<file path="config.mk">
export PLATFORM = sky130hd
export DESIGN_NAME = slave_parallel_mailbox_port
export DESIGN_NICKNAME = d
export VERILOG_FILES = /design/src/hw/mailbox_pkg.sv /design/src/hw/mailbox_store_if.sv /design/src/hw/mailbox_store.sv /design/src/hw/slave_parallel_mailbox_port.sv
export VERILOG_INCLUDE_DIRS = /design/src /design/src/hw
export SDC_FILE = /design/constraint.sdc
export NUM_CORES = 1
export LEC_CHECK = 0
export ABC_AREA = 1
export BUFFER_PORTS_ARGS = -buffer_cell sky130_fd_sc_hd__buf_4
export CAP_MARGIN = 25
export CORE_AREA = 2 2 119 121
export CTS_CLUSTER_SIZE = 14
export DETAILED_ROUTE_END_ITERATION = 10
export DIE_AREA = 0 0 121 123
export PLACE_DENSITY = 0.61
export REMOVE_ABC_BUFFERS = 1
export SYNTH_ARGS = -nofsm -noshare
export SYNTH_HDL_FRONTEND = slang
export SYNTH_HIERARCHICAL = 1
export SYNTH_SLANG_ARGS = --single-unit
export TNS_END_PERCENT = 50
</file>
<file path="constraint.sdc">
create_clock -name clk_sys -period 2.8 [get_ports clk_sys]
set_input_delay 0.28 -clock clk_sys [delete_from_list [all_inputs] [get_ports clk_sys]]
set_output_delay 0.28 -clock clk_sys [all_outputs]
set_load 0.005 [all_outputs]
</file>
<file path="src/hw/mailbox_regs.svh">
// Register selects, field positions and reset values
`ifndef MAILBOX_REGS_SVH
`define MAILBOX_REGS_SVH

// ==========================================================
// Core-side register selects
`define CORE_SEL_BYTE0      3'h0
`define CORE_SEL_BYTE1      3'h1
`define CORE_SEL_BYTE2      3'h2
`define CORE_SEL_FLAGS      3'h3
`define CORE_SEL_CTRL       3'h4

// ==========================================================
// Host-side register select of the flag register
`define HOST_SEL_FLAGS      2'h3

// ==========================================================
// Control register field positions
`define CTRL_IGNORE_MODE    7
`define CTRL_MODE_HI        6
`define CTRL_MODE_LO        5
`define CTRL_ENABLE         3
`define CTRL_DIR            2
`define CTRL_PRIO_HI        1
`define CTRL_PRIO_LO        0
`define CTRL_RESET          8'h00

// ==========================================================
// Boot strap code (hi,lo) that starts a cold boot over the port
`define BOOT_MODE_CODE      2'h1

// ==========================================================
// Flag register bit positions
`define FLAG_IN0            0
`define FLAG_IN_IRQ         1
`define FLAG_OUT0           2
`define FLAG_ATTN           3
`define FLAG_IN1            4
`define FLAG_IN2            5
`define FLAG_OUT1           6
`define FLAG_OUT2           7

`endif

</file>
<file path="src/hw/mailbox_pkg.sv">
// Types shared by the parallel mailbox port modules
package mailbox_pkg;
    typedef logic [7:0] byte_type;
    typedef logic [1:0] byte_idx_type;
    typedef enum {PHASE_IDLE, PHASE_READ, PHASE_WRITE} host_phase_type;
endpackage

</file>
<file path="src/hw/mailbox_store_if.sv">
// Interface between the mailbox port control and its byte store
`timescale 1ns/1ps
`default_nettype none
interface mailbox_store_if;
    import mailbox_pkg::*;
    logic         in_we;
    byte_idx_type in_idx;
    byte_type     in_wdata;
    logic         out_we;
    byte_idx_type out_idx;
    byte_type     out_wdata;
    byte_idx_type core_idx;
    byte_type     core_rdata;
    byte_idx_type host_idx;
    byte_type     host_rdata;

    modport store (input in_we, in_idx, in_wdata, out_we, out_idx, out_wdata,
                   input core_idx, host_idx, output core_rdata, host_rdata);
    modport ctrl  (output in_we, in_idx, in_wdata, out_we, out_idx, out_wdata,
                   output core_idx, host_idx, input core_rdata, host_rdata);
endinterface
`default_nettype wire

</file>
<file path="src/hw/mailbox_store.sv">
// Byte store of the inbound and outbound mailbox bytes
`timescale 1ns/1ps
`default_nettype none
module mailbox_store
    import mailbox_pkg::*;
(
    // Clock and reset
    input  wire logic      clk_sys,
    input  wire logic      rst_n,
    // Store port
    mailbox_store_if.store st
);

    byte_type in_mem  [3];
    byte_type out_mem [3];
    byte_type core_rdata_reg;
    byte_type host_rdata_reg;

    // ==========================================================
    // Writes from each side and registered reads
    always_ff @(posedge clk_sys or negedge rst_n) begin
        if (!rst_n) begin
            for (int i = 0; i < 3; i++) begin
                in_mem[i]  <= 8'h00;
                out_mem[i] <= 8'h00;
            end
            core_rdata_reg <= 8'h00;
            host_rdata_reg <= 8'h00;
        end else begin
            if (st.in_we && st.in_idx != 2'h3) begin
                in_mem[st.in_idx] <= st.in_wdata;
            end
            if (st.out_we && st.out_idx != 2'h3) begin
                out_mem[st.out_idx] <= st.out_wdata;
            end
            core_rdata_reg <= (st.core_idx == 2'h3) ? 8'h00 : in_mem[st.core_idx];
            host_rdata_reg <= (st.host_idx == 2'h3) ? 8'h00 : out_mem[st.host_idx];
        end
    end

    assign st.core_rdata = core_rdata_reg;
    assign st.host_rdata = host_rdata_reg;

endmodule
`default_nettype wire

</file>
<file path="src/hw/slave_parallel_mailbox_port.sv">
// Slave-side parallel mailbox port
//
// Overview of operation
// - Three inbound and three outbound byte registers.
// - Full flag set on write, cleared on read.
// - Flag register readable by core and host.
// - Host write byte zero sets core interrupt.
// - Core write byte zero drives attention low.
// - Flag register write clears writer's interrupt source.
// - Host flag register write releases attention.
// - Drive data only during selected read.
// - Two select inputs choose host register.
// - Strobes ignored while select is high.
// - Selected read places register on data.
// - Write latches on write strobe rising edge.
// - After reset, port idle unless boot straps.
// - Enable code hands pins to port.
// - Enable bit, else direction bit selects.
// - Two-bit priority, zero disables interrupt.
// - Cold boot sets the enable bit.
// - Host sees bytes 0-2, flags 3.
`timescale 1ns/1ps
`default_nettype none
`include "mailbox_regs.svh"
module slave_parallel_mailbox_port
    import mailbox_pkg::*;
#(
    parameter int SYNC_STAGES = 2
) (
    // Clock and reset
    input  wire logic       clk_sys,
    input  wire logic       rst_n,
    // Host bus pins
    input  wire logic       host_select_n,
    input  wire logic       host_read_strobe_n,
    input  wire logic       host_write_strobe_n,
    input  wire logic       reg_select_hi,
    input  wire logic       reg_select_lo,
    input  wire logic [7:0] host_data_lines_in,
    output logic      [7:0] host_data_lines_out,
    output logic            host_data_lines_oe,
    output logic            attention_to_master_n,
    // Boot strap pins
    input  wire logic       boot_mode_pin_hi,
    input  wire logic       boot_mode_pin_lo,
    output logic            cold_boot_active,
    // Core register access
    input  wire logic       core_wr,
    input  wire logic       core_rd,
    input  wire logic [2:0] core_sel,
    input  wire logic [7:0] core_wdata,
    output logic      [7:0] core_rdata,
    output logic            core_rvalid,
    // Core status and pin ownership
    output logic            slave_port_irq,
    output logic      [1:0] irq_priority,
    output logic            port_enable,
    output logic            parallel_dir_out
);

    if (SYNC_STAGES < 2) begin : g_bad_sync
        $error("SYNC_STAGES must be at least 2");
    end

    localparam int IN_W = 13;

    function automatic logic set_wins(input logic cur, input logic set, input logic clr);
        set_wins = set | (cur & ~clr);
    endfunction

    function automatic logic is_byte(input logic [2:0] sel);
        is_byte = (sel <= `CORE_SEL_BYTE2);
    endfunction

    mailbox_store_if st_if ();

    logic [IN_W-1:0] sync_reg [SYNC_STAGES];
    host_phase_type  phase_reg, phase_next;
    byte_idx_type    acc_idx_reg;
    byte_type        wr_hold_reg;
    logic [2:0]      in_full_reg, out_full_reg;
    logic            in_irq_reg, attn_n_reg;
    byte_type        ctrl_reg;
    logic            boot_seen_reg, cold_boot_reg;
    logic            rd_pend_reg;
    logic [2:0]      rd_sel_reg;
    byte_type        core_rdata_reg, host_out_reg;
    logic            core_rvalid_reg, oe_reg, irq_reg;

    // ==========================================================
    // Host pin synchronisation
    wire logic [IN_W-1:0] pins_raw = {host_select_n, host_read_strobe_n, host_write_strobe_n,
                                      reg_select_hi, reg_select_lo, host_data_lines_in};
    wire logic [IN_W-1:0] pins_s   = sync_reg[SYNC_STAGES-1];

    // Shift chain; each stage but the last is read only by the next stage
    always_ff @(posedge clk_sys or negedge rst_n) begin
        if (!rst_n) begin
            for (int i = 0; i < SYNC_STAGES; i++) begin
                sync_reg[i] <= 13'h1c00;
            end
        end else begin
            sync_reg[0] <= pins_raw;
            for (int i = 1; i < SYNC_STAGES; i++) begin
                sync_reg[i] <= sync_reg[i-1];
            end
        end
    end

    // ==========================================================
    // Host access decode
    wire logic         sel_s   = ~pins_s[12] & ctrl_reg[`CTRL_ENABLE];
    wire logic         h_rd    = sel_s & ~pins_s[11];
    wire logic         h_wr    = sel_s & ~pins_s[10];
    wire byte_idx_type addr_s  = pins_s[9:8];
    wire byte_type     data_s  = pins_s[7:0];
    wire logic         wr_done = (phase_reg == PHASE_WRITE) && !h_wr;
    wire logic         rd_done = (phase_reg == PHASE_READ) && !h_rd;
    wire logic         h_wr_byte  = wr_done && (acc_idx_reg != `HOST_SEL_FLAGS);
    wire logic         h_wr_flags = wr_done && (acc_idx_reg == `HOST_SEL_FLAGS);
    wire logic         h_rd_byte  = rd_done && (acc_idx_reg != `HOST_SEL_FLAGS);

    // Access phase tracking
    always_comb begin
        phase_next = phase_reg;
        case (phase_reg)
            PHASE_IDLE: begin
                if (h_wr) begin
                    phase_next = PHASE_WRITE;
                end else if (h_rd) begin
                    phase_next = PHASE_READ;
                end
            end
            PHASE_WRITE: if (!h_wr) phase_next = PHASE_IDLE;
            PHASE_READ:  if (!h_rd) phase_next = PHASE_IDLE;
            default:     phase_next = PHASE_IDLE;
        endcase
    end

    // Phase, access address and held write data
    always_ff @(posedge clk_sys or negedge rst_n) begin
        if (!rst_n) begin
            phase_reg   <= PHASE_IDLE;
            acc_idx_reg <= 2'h0;
            wr_hold_reg <= 8'h00;
        end else begin
            phase_reg <= phase_next;
            if (phase_reg == PHASE_IDLE) begin
                acc_idx_reg <= addr_s;
            end
            if (h_wr) begin
                wr_hold_reg <= data_s;
            end
        end
    end

    // ==========================================================
    // Core access decode
    wire logic [1:0] core_idx   = core_sel[1:0];
    wire logic       c_wr_byte  = core_wr && is_byte(core_sel);
    wire logic       c_rd_byte  = core_rd && is_byte(core_sel);
    wire logic       c_wr_flags = core_wr && (core_sel == `CORE_SEL_FLAGS);
    wire logic       c_wr_ctrl  = core_wr && (core_sel == `CORE_SEL_CTRL);
    wire logic       c_wr_zero  = core_wr && (core_sel == `CORE_SEL_BYTE0);
    wire logic       h_wr_zero  = h_wr_byte && (acc_idx_reg == 2'h0);

    // Store connections
    assign st_if.in_we     = h_wr_byte;
    assign st_if.in_idx    = acc_idx_reg;
    assign st_if.in_wdata  = wr_hold_reg;
    assign st_if.out_we    = c_wr_byte;
    assign st_if.out_idx   = core_idx;
    assign st_if.out_wdata = core_wdata;
    assign st_if.core_idx  = core_idx;
    assign st_if.host_idx  = addr_s;

    // ==========================================================
    // Flags and handshakes, setting wins over clearing
    wire logic [7:0] flags_w;
    assign flags_w[`FLAG_IN0]    = in_full_reg[0];
    assign flags_w[`FLAG_IN_IRQ] = in_irq_reg;
    assign flags_w[`FLAG_OUT0]   = out_full_reg[0];
    assign flags_w[`FLAG_ATTN]   = ~attn_n_reg;
    assign flags_w[`FLAG_IN1]    = in_full_reg[1];
    assign flags_w[`FLAG_IN2]    = in_full_reg[2];
    assign flags_w[`FLAG_OUT1]   = out_full_reg[1];
    assign flags_w[`FLAG_OUT2]   = out_full_reg[2];

    always_ff @(posedge clk_sys or negedge rst_n) begin
        if (!rst_n) begin
            in_full_reg  <= 3'h0;
            out_full_reg <= 3'h0;
            in_irq_reg   <= 1'b0;
            attn_n_reg   <= 1'b1;
        end else begin
            for (int i = 0; i < 3; i++) begin
                in_full_reg[i]  <= set_wins(in_full_reg[i],
                                   h_wr_byte && acc_idx_reg == 2'(i),
                                   c_rd_byte && core_idx == 2'(i));
                out_full_reg[i] <= set_wins(out_full_reg[i],
                                   c_wr_byte && core_idx == 2'(i),
                                   h_rd_byte && acc_idx_reg == 2'(i));
            end
            in_irq_reg <= set_wins(in_irq_reg, h_wr_zero, c_wr_flags);
            attn_n_reg <= ~set_wins(~attn_n_reg, c_wr_zero, h_wr_flags);
        end
    end

    // ==========================================================
    // Control register and boot straps
    wire logic [1:0] mode_pins = {boot_mode_pin_hi, boot_mode_pin_lo};
    wire logic       boot_hit  = (mode_pins == `BOOT_MODE_CODE) && !ctrl_reg[`CTRL_IGNORE_MODE];

    always_ff @(posedge clk_sys or negedge rst_n) begin
        if (!rst_n) begin
            ctrl_reg      <= `CTRL_RESET;
            boot_seen_reg <= 1'b0;
            cold_boot_reg <= 1'b0;
        end else begin
            boot_seen_reg <= 1'b1;
            if (c_wr_ctrl) begin
                ctrl_reg <= core_wdata & 8'h8f;
            end else if (!boot_seen_reg && boot_hit) begin
                ctrl_reg[`CTRL_ENABLE] <= 1'b1;
            end
            if (!boot_seen_reg) begin
                cold_boot_reg <= boot_hit;
            end else if (!boot_hit) begin
                cold_boot_reg <= 1'b0;
            end
        end
    end

    // ==========================================================
    // Output registers
    wire byte_type ctrl_view = {ctrl_reg[7], mode_pins, 1'b0, ctrl_reg[3:0]};
    wire byte_type core_mux  = is_byte(rd_sel_reg) ? st_if.core_rdata :
                               (rd_sel_reg == `CORE_SEL_FLAGS) ? flags_w :
                               (rd_sel_reg == `CORE_SEL_CTRL) ? ctrl_view : 8'h00;
    wire byte_type host_mux  = (addr_s == `HOST_SEL_FLAGS) ? flags_w : st_if.host_rdata;

    always_ff @(posedge clk_sys or negedge rst_n) begin
        if (!rst_n) begin
            rd_pend_reg     <= 1'b0;
            rd_sel_reg      <= 3'h0;
            core_rdata_reg  <= 8'h00;
            core_rvalid_reg <= 1'b0;
            host_out_reg    <= 8'h00;
            oe_reg          <= 1'b0;
            irq_reg         <= 1'b0;
        end else begin
            rd_pend_reg     <= core_rd;
            rd_sel_reg      <= core_sel;
            core_rvalid_reg <= rd_pend_reg;
            if (rd_pend_reg) begin
                core_rdata_reg <= core_mux;
            end
            host_out_reg <= host_mux;
            oe_reg       <= h_rd;
            irq_reg      <= in_irq_reg && (ctrl_reg[1:0] != 2'h0);
        end
    end

    mailbox_store u_store (
        .clk_sys (clk_sys),
        .rst_n   (rst_n),
        .st      (st_if.store)
    );

    assign host_data_lines_out   = host_out_reg;
    assign host_data_lines_oe    = oe_reg;
    assign attention_to_master_n = attn_n_reg;
    assign cold_boot_active      = cold_boot_reg;
    assign core_rdata            = core_rdata_reg;
    assign core_rvalid           = core_rvalid_reg;
    assign slave_port_irq        = irq_reg;
    assign irq_priority          = ctrl_reg[1:0];
    assign port_enable           = ctrl_reg[`CTRL_ENABLE];
    assign parallel_dir_out      = ~ctrl_reg[`CTRL_ENABLE] & ctrl_reg[`CTRL_DIR];
endmodule
`default_nettype wire

</file>
==> results of run 1 <==
## worst min-delay path by stage
stage                     endpoint  slack, ps  cells after the start
4_1_cts        u_store/out_mem[13]        140                      3
3_5_place_dp          sync_reg[16]        290                      1
2_1_floorplan       acc_idx_reg[0]        -20                      0
6_report          cold_boot_active        150                      3
3_3_place_gp          sync_reg[19]        280                      1
5_1_grt        u_store/out_mem[13]        140                      3
## cell type report
| cell class | count | area [µm²] |
|---|---|---|
| clock buffer | 24 | 472 |
| sequential | 140 | 3510 |
| timing repair buffer | 76 | 627 |
| tap | 180 | 225 |
| clock inverter | 8 | 93.8 |
| inverter | 87 | 364 |
| multi-input combinational | 392 | 1900 |
| fill | 1231 | 6420 |
## cell families (layout without fill, tap and decap cells)
logic type             count (synthesis)  count (layout)  synth area share, %
other                                  1               1               0.0621
buffers and inverters                111             195                 10.4
AOI/OAI and AO/OA                     31              31                 3.01
and+or+nand+nor                      354             354                 27.2
muxes                                  6               6                 1.12
DFF                                  140             140                 58.2
## per-layer routing
layer	global-route usage, %	vias up	wire length (µm)
li1	-	2180	-
met1	24.9	2089	5840
met2	27.9	102	5840
met3	4.38	16	602
met4	6.69	0	193
met5	0	-	0
## power groups by stage
stage / clock network, mW / registers [mW] / logic, mW
2_1_floorplan: 0 / 2.71 / 0.559
3_3_place_gp: 0 / 2.79 / 0.888
3_5_place_dp: 0 / 2.80 / 0.909
4_1_cts: 2.19 / 2.77 / 0.936
5_1_grt: 2.29 / 2.82 / 1.08
6_report: 2.15 / 2.76 / 0.922
## what timing repair did
item | CTS | global route
hold buffers | 16 | 0
hold endpoints to repair | 73 | 0
setup endpoints to repair | 0 | 0
## synthesized netlist by cell type
library cell,instances,area (µm²)
nand2_1,233,875
dfrtp_1,133,3330
inv_1,80,300
nand4_1,55,344
nand3_1,30,150
o21ai_0,18,90.1
buf_6,16,180
nor2_1,15,56.3
dfstp_2,7,184
o21ai_2,7,61.3
mux2_2,6,67.6
a21oi_1,5,25.0
inv_8,5,56.3
buf_4,4,30.0
nand3_2,4,40.0
nand3_4,4,70.1
nand3b_1,4,30.0
nand2_2,3,18.8
nor2_4,3,33.8
buf_8,2,30.0
inv_2,2,7.51
buf_12,1,20.0
buf_2,1,5.00
conb_1,1,3.75
nand2_4,1,11.3
nor2_2,1,6.26
nor3_1,1,5.00
o21ai_1,1,5.00
## worst register-to-register path, stage by stage, from the launching register on
cell and delay [ps]:
dfstp_2 510, inv_1 40, nand3_1 70, buf_4 210, nand2_1 110, nor2_1 100
buf_4 290, nand3_2 220, nand2_1 120, nand2_1 50
## metrics by stage
step	hold slack [ps]	cell area [µm²]	worst slack [ps]
global route	138	7190	761
floorplan	-15.6	5770	113
detailed placement	294	6460	995
global placement	284	6460	1030
finish	146	7190	972
CTS	136	7190	982
==> impl_metrics.ini, run 1 <==
[yosys]
avgSynthCellArea_um2 = 9.38
yosysSeqAreaShare_pct = 58.2
syn_area_mm2 = 0.00603
synth.distinct_cells = 28
syn-instance-count = 643
yosys_warnings = 6
yosys_register_bits = 140

[power_and_ir_drop]
p_leak_nw = 3.77
pwr-share-clk_pct = 36.9
power_mw = 5.84
comb_power_share_pct = 15.8
p_per_area_mw_per_mm2 = 812
seqPwrFrac_pct = 47.3
sw_frac_of_total_pct = 28.0
p_int_mw = 4.21
irDropWorstVdd_uv = 380
p_sw_mw = 1.63

[grt]
grt_pass1_wl_um = 20700
grt-ovfl-total = 0
antenna_found_initial = 0
grt_max_degree = 63
grt_pass1_vias = 4205
grt_usage_pct = 18.1

[clock_tree]
clockBufferDepth = 2
cts_tree = done
post-cts-setup-buffer-count = 0
cts_max_level = 4
cts-resized-gates = 0
clk_latency_ps = 420
path_clk_slew_ps = 60
clock-sinks = 140
cts_inserted_buffers = 17
cts-root-buf = clkbuf_16

[setup_path]
r2r-start = pins_s[12]
worst_r2r_path_depth = 9
start_kind = flip-flop
worst-path-stages = 9
cpMostUsedCell = nand2_1
crit_path_cell_trace = inv_1 > nand3_1 > buf_4 > nand2_1 > nor2_1 > buf_4 > nand3_2 > nand2_1 > nand2_1
crit_type = reg -> reg
critPathRequiredTime_ps = 3100
worstSetupStartpoint = pins_s[12]
worstSetupEndpointType = flip-flop
cp_num_buf_inv = 3
max_stage_delay_ps = 510
crit_arrival_ps = 2130
cp_slowest_cell = dfstp_2
regToRegEndpoint = u_store/in_mem[14]
cp-endpoint = u_store/in_mem[14]
crit_family = simple AND/OR/NAND/NOR gates
critPathMaxFanout = 27
rrSetupSlack_ps = 970

[placed_design]
dp.final_hpwl_um = 8600
io_buffers = 54
dp_cells = 859
globalplace.congestion = 0.810

[layout]
biggestRegsByFlops = u_store/in_mem x24, u_store/out_mem x24
most-common-layout-cells = nand2_1, dfrtp_1, inv_1, buf_4, nand4_1
syn2layout_area_growth_pct = 19.2
final_nets = 744
mostFrequentLayoutCell = nand2_1
fin_cells = 907
final_util_pct = 52.8
drive_above_1_share_pct = 18.0
n_antenna_cell = 0

[routing]
wl_per_cell_um = 13.8
drc = 0
wl_um = 12500
drtPass1Iterations = 5
vias_per_cell = 4.84
vias = 4387
ant_nets = 0
initialDrtViolationCount = 373

[sta]
finalSetupViolCount = 0
relSlewSlack_pct = 59.2
period_minus_slack_ps = 1830
clock-skew-final_ps = 7.82
fin_tns_setup_ps = 0
grt_setup_unrepaired = no
fmax_ghz = 0.547
report.final.slew_viol_count = 0
worst_slew_pin_slew_ps = 612
finalCritPeriodShare_pct = 65.3
finalHoldViolCount = 0

[floorplan]
coreArea_mm2 = 0.0136
dieArea_mm2 = 0.0149
die_y_um = 123
die_x_um = 121
ios = 55
row_count = 43
initial_core_util_pct = 44.3

[hold_path]
hold_path_class = in -> reg
min_from = boot_mode_pin_hi

[flow_run]
maxCapViolCount = 0

[status]
status = finished clean
No activity file was read; power rests on OpenSTA's default activity.
==> run 2, diff against run 1 <==
Clock period 2.8 ns to 1.7 ns, I/O delays scaled along.
==> impl_metrics.ini, run 2 (synthesized netlist as in run 1, its figures left out) <==
[sta]
grt_setup_unrepaired = no
whs_ps = 27.4
clock-skew-final_ps = 3.62
report.final.slew_viol_count = 0
fmax_ghz = 0.614
period_minus_slack_ps = 1630
finalSetupViolCount = 0
finalCritPeriodShare_pct = 95.7
fin_tns_setup_ps = 0
finalHoldViolCount = 0

[setup_path]
start_kind = input pin
crit_arrival_ps = 1980
worstSetupEndpointType = flip-flop
critPathRequiredTime_ps = 2050
critPathMaxFanout = 15
worstSetupStartpoint = core_sel[2]
r2r-start = pins_s[12]
crit_type = in -> reg

[clock_tree]
cts_inserted_buffers = 17
clk_latency_ps = 420
path_clk_slew_ps = 60
clock-sinks = 140
clockBufferDepth = 2
cts_tree = done
post-cts-setup-buffer-count = 0
cts_max_level = 4
cts-root-buf = clkbuf_16

[routing]
wl_per_cell_um = 14.0
ant_nets = 0
initialDrtViolationCount = 373
wl_um = 12800
vias_per_cell = 4.87
drtPass1Iterations = 5
vias = 4461
drc = 0

[grt]
grt_pass1_vias = 4439
busiest_layer = met2
grt-ovfl-total = 0
met1_usage_pct = 26.1
grt_usage_pct = 19.0
grt_pass1_wl_um = 21700
grt_max_degree = 49
grt_util_met3_pct = 5.26
antenna_found_initial = 0
use_met2_pct = 29.1

[floorplan]
row_count = 43
ios = 55
die_y_um = 123
die_x_um = 121
dieArea_mm2 = 0.0149
coreArea_mm2 = 0.0136
initial_core_util_pct = 44.3

[hold_path]
hold_path_class = in -> reg
min_from = core_wdata[4]

[layout]
drive_above_1_share_pct = 19.7
final_nets = 753
biggestRegsByFlops = u_store/in_mem x24, u_store/out_mem x24
fin_cells = 916
n_antenna_cell = 0
most-common-layout-cells = nand2_1, dfrtp_1, inv_1, buf_4, nand4_1
fill_cells = 1219
syn2layout_area_growth_pct = 21.2
mostFrequentLayoutCell = nand2_1

[power_and_ir_drop]
comb_power_share_pct = 16.5
sw_frac_of_total_pct = 28.9
p_leak_nw = 3.82
p_int_mw = 6.93
seqPwrFrac_pct = 46.6
irDropWorstVdd_uv = 845
pwr-share-clk_pct = 36.9
p_sw_mw = 2.82
p_per_area_mw_per_mm2 = 1330
power_mw = 9.75

[placed_design]
globalplace.congestion = 0.886
io_buffers = 54
dp.final_hpwl_um = 9070
dp_cells = 868

[flow_run]
maxCapViolCount = 0

[status]
status = finished clean
[run 2: cell types whose count changed in the layout (fill, tap and decap cells not counted), sizes merged]
cell and delta:
clkbuf -5, clkinv -2, buf +9, clkinvlp +5
inv +2
[run 2: critical path, cell delays in order]
cell           delay, ps
dlygate4sd3_1        540
buf_4                140
inv_1                 70
nand2_1              170
a21oi_2              370
buf_4                290
nand4_1              120
nand2_1              100
[run 2: through the flow]
stage / util [%] / instance area, µm² / setup slack (ps)
6_report: 53.7 / 7310 / 72.5
5_1_grt: 53.7 / 7310 / 7.88
4_1_cts: 53.7 / 7300 / 105
3_5_place_dp: 48.2 / 6560 / 118
3_3_place_gp: 48.2 / 6560 / 185
2_1_floorplan: - / 5770 / -987
[run 2: worst paths after layout]
kind                       depth (start not counted)                     to  slack, ps
hold reg to reg                                    0              pins_s[0]        350
setup reg to reg                                   8      u_store/in_mem[2]        210
min in group asynchronous                          2      st_if.in_wdata[6]        250
hold / removal                                     3    u_store/out_mem[20]         30
setup / recovery                                   8     u_store/out_mem[7]         70
max in group asynchronous                          3  attention_to_master_n        820
[run 2: final cells by class]
type | count | area, µm² | share of cell area, %
clock buffer | 19 | 443 | 6.06
clock inverter | 13 | 143 | 1.95
inverter | 87 | 364 | 4.98
multi-input combinational | 392 | 1910 | 26.1
sequential | 140 | 3510 | 48.0
tap | 180 | 225 | 3.08
timing repair buffer | 85 | 719 | 9.84
[run 2: repair_timing]
item / in CTS / in global routing
gates resized for setup: 0 / 2
endpoints found under the hold margin: 52 / 0
hold buffers: 16 / 0
setup endpoints to repair: 0 / 7
[run 2: metal layers]
metal  part of all wire (%)  vias up  wire (µm)
met5                      0        -          0
met4                    1.6        0        199
met3                    4.7       16        604
met2                     47      114       5980
met1                     47     2128       6010
li1                       -     2203          -
[run 2: power by group through the flow]
stage          combinational, mW  sequential (mW)  clock [mW]
3_3_place_gp                1.53             4.57           0
5_1_grt                     1.87             4.63        3.82
6_report                    1.61             4.54        3.60
2_1_floorplan              0.920             4.46           0
4_1_cts                     1.62             4.54        3.68
3_5_place_dp                1.58             4.59           0
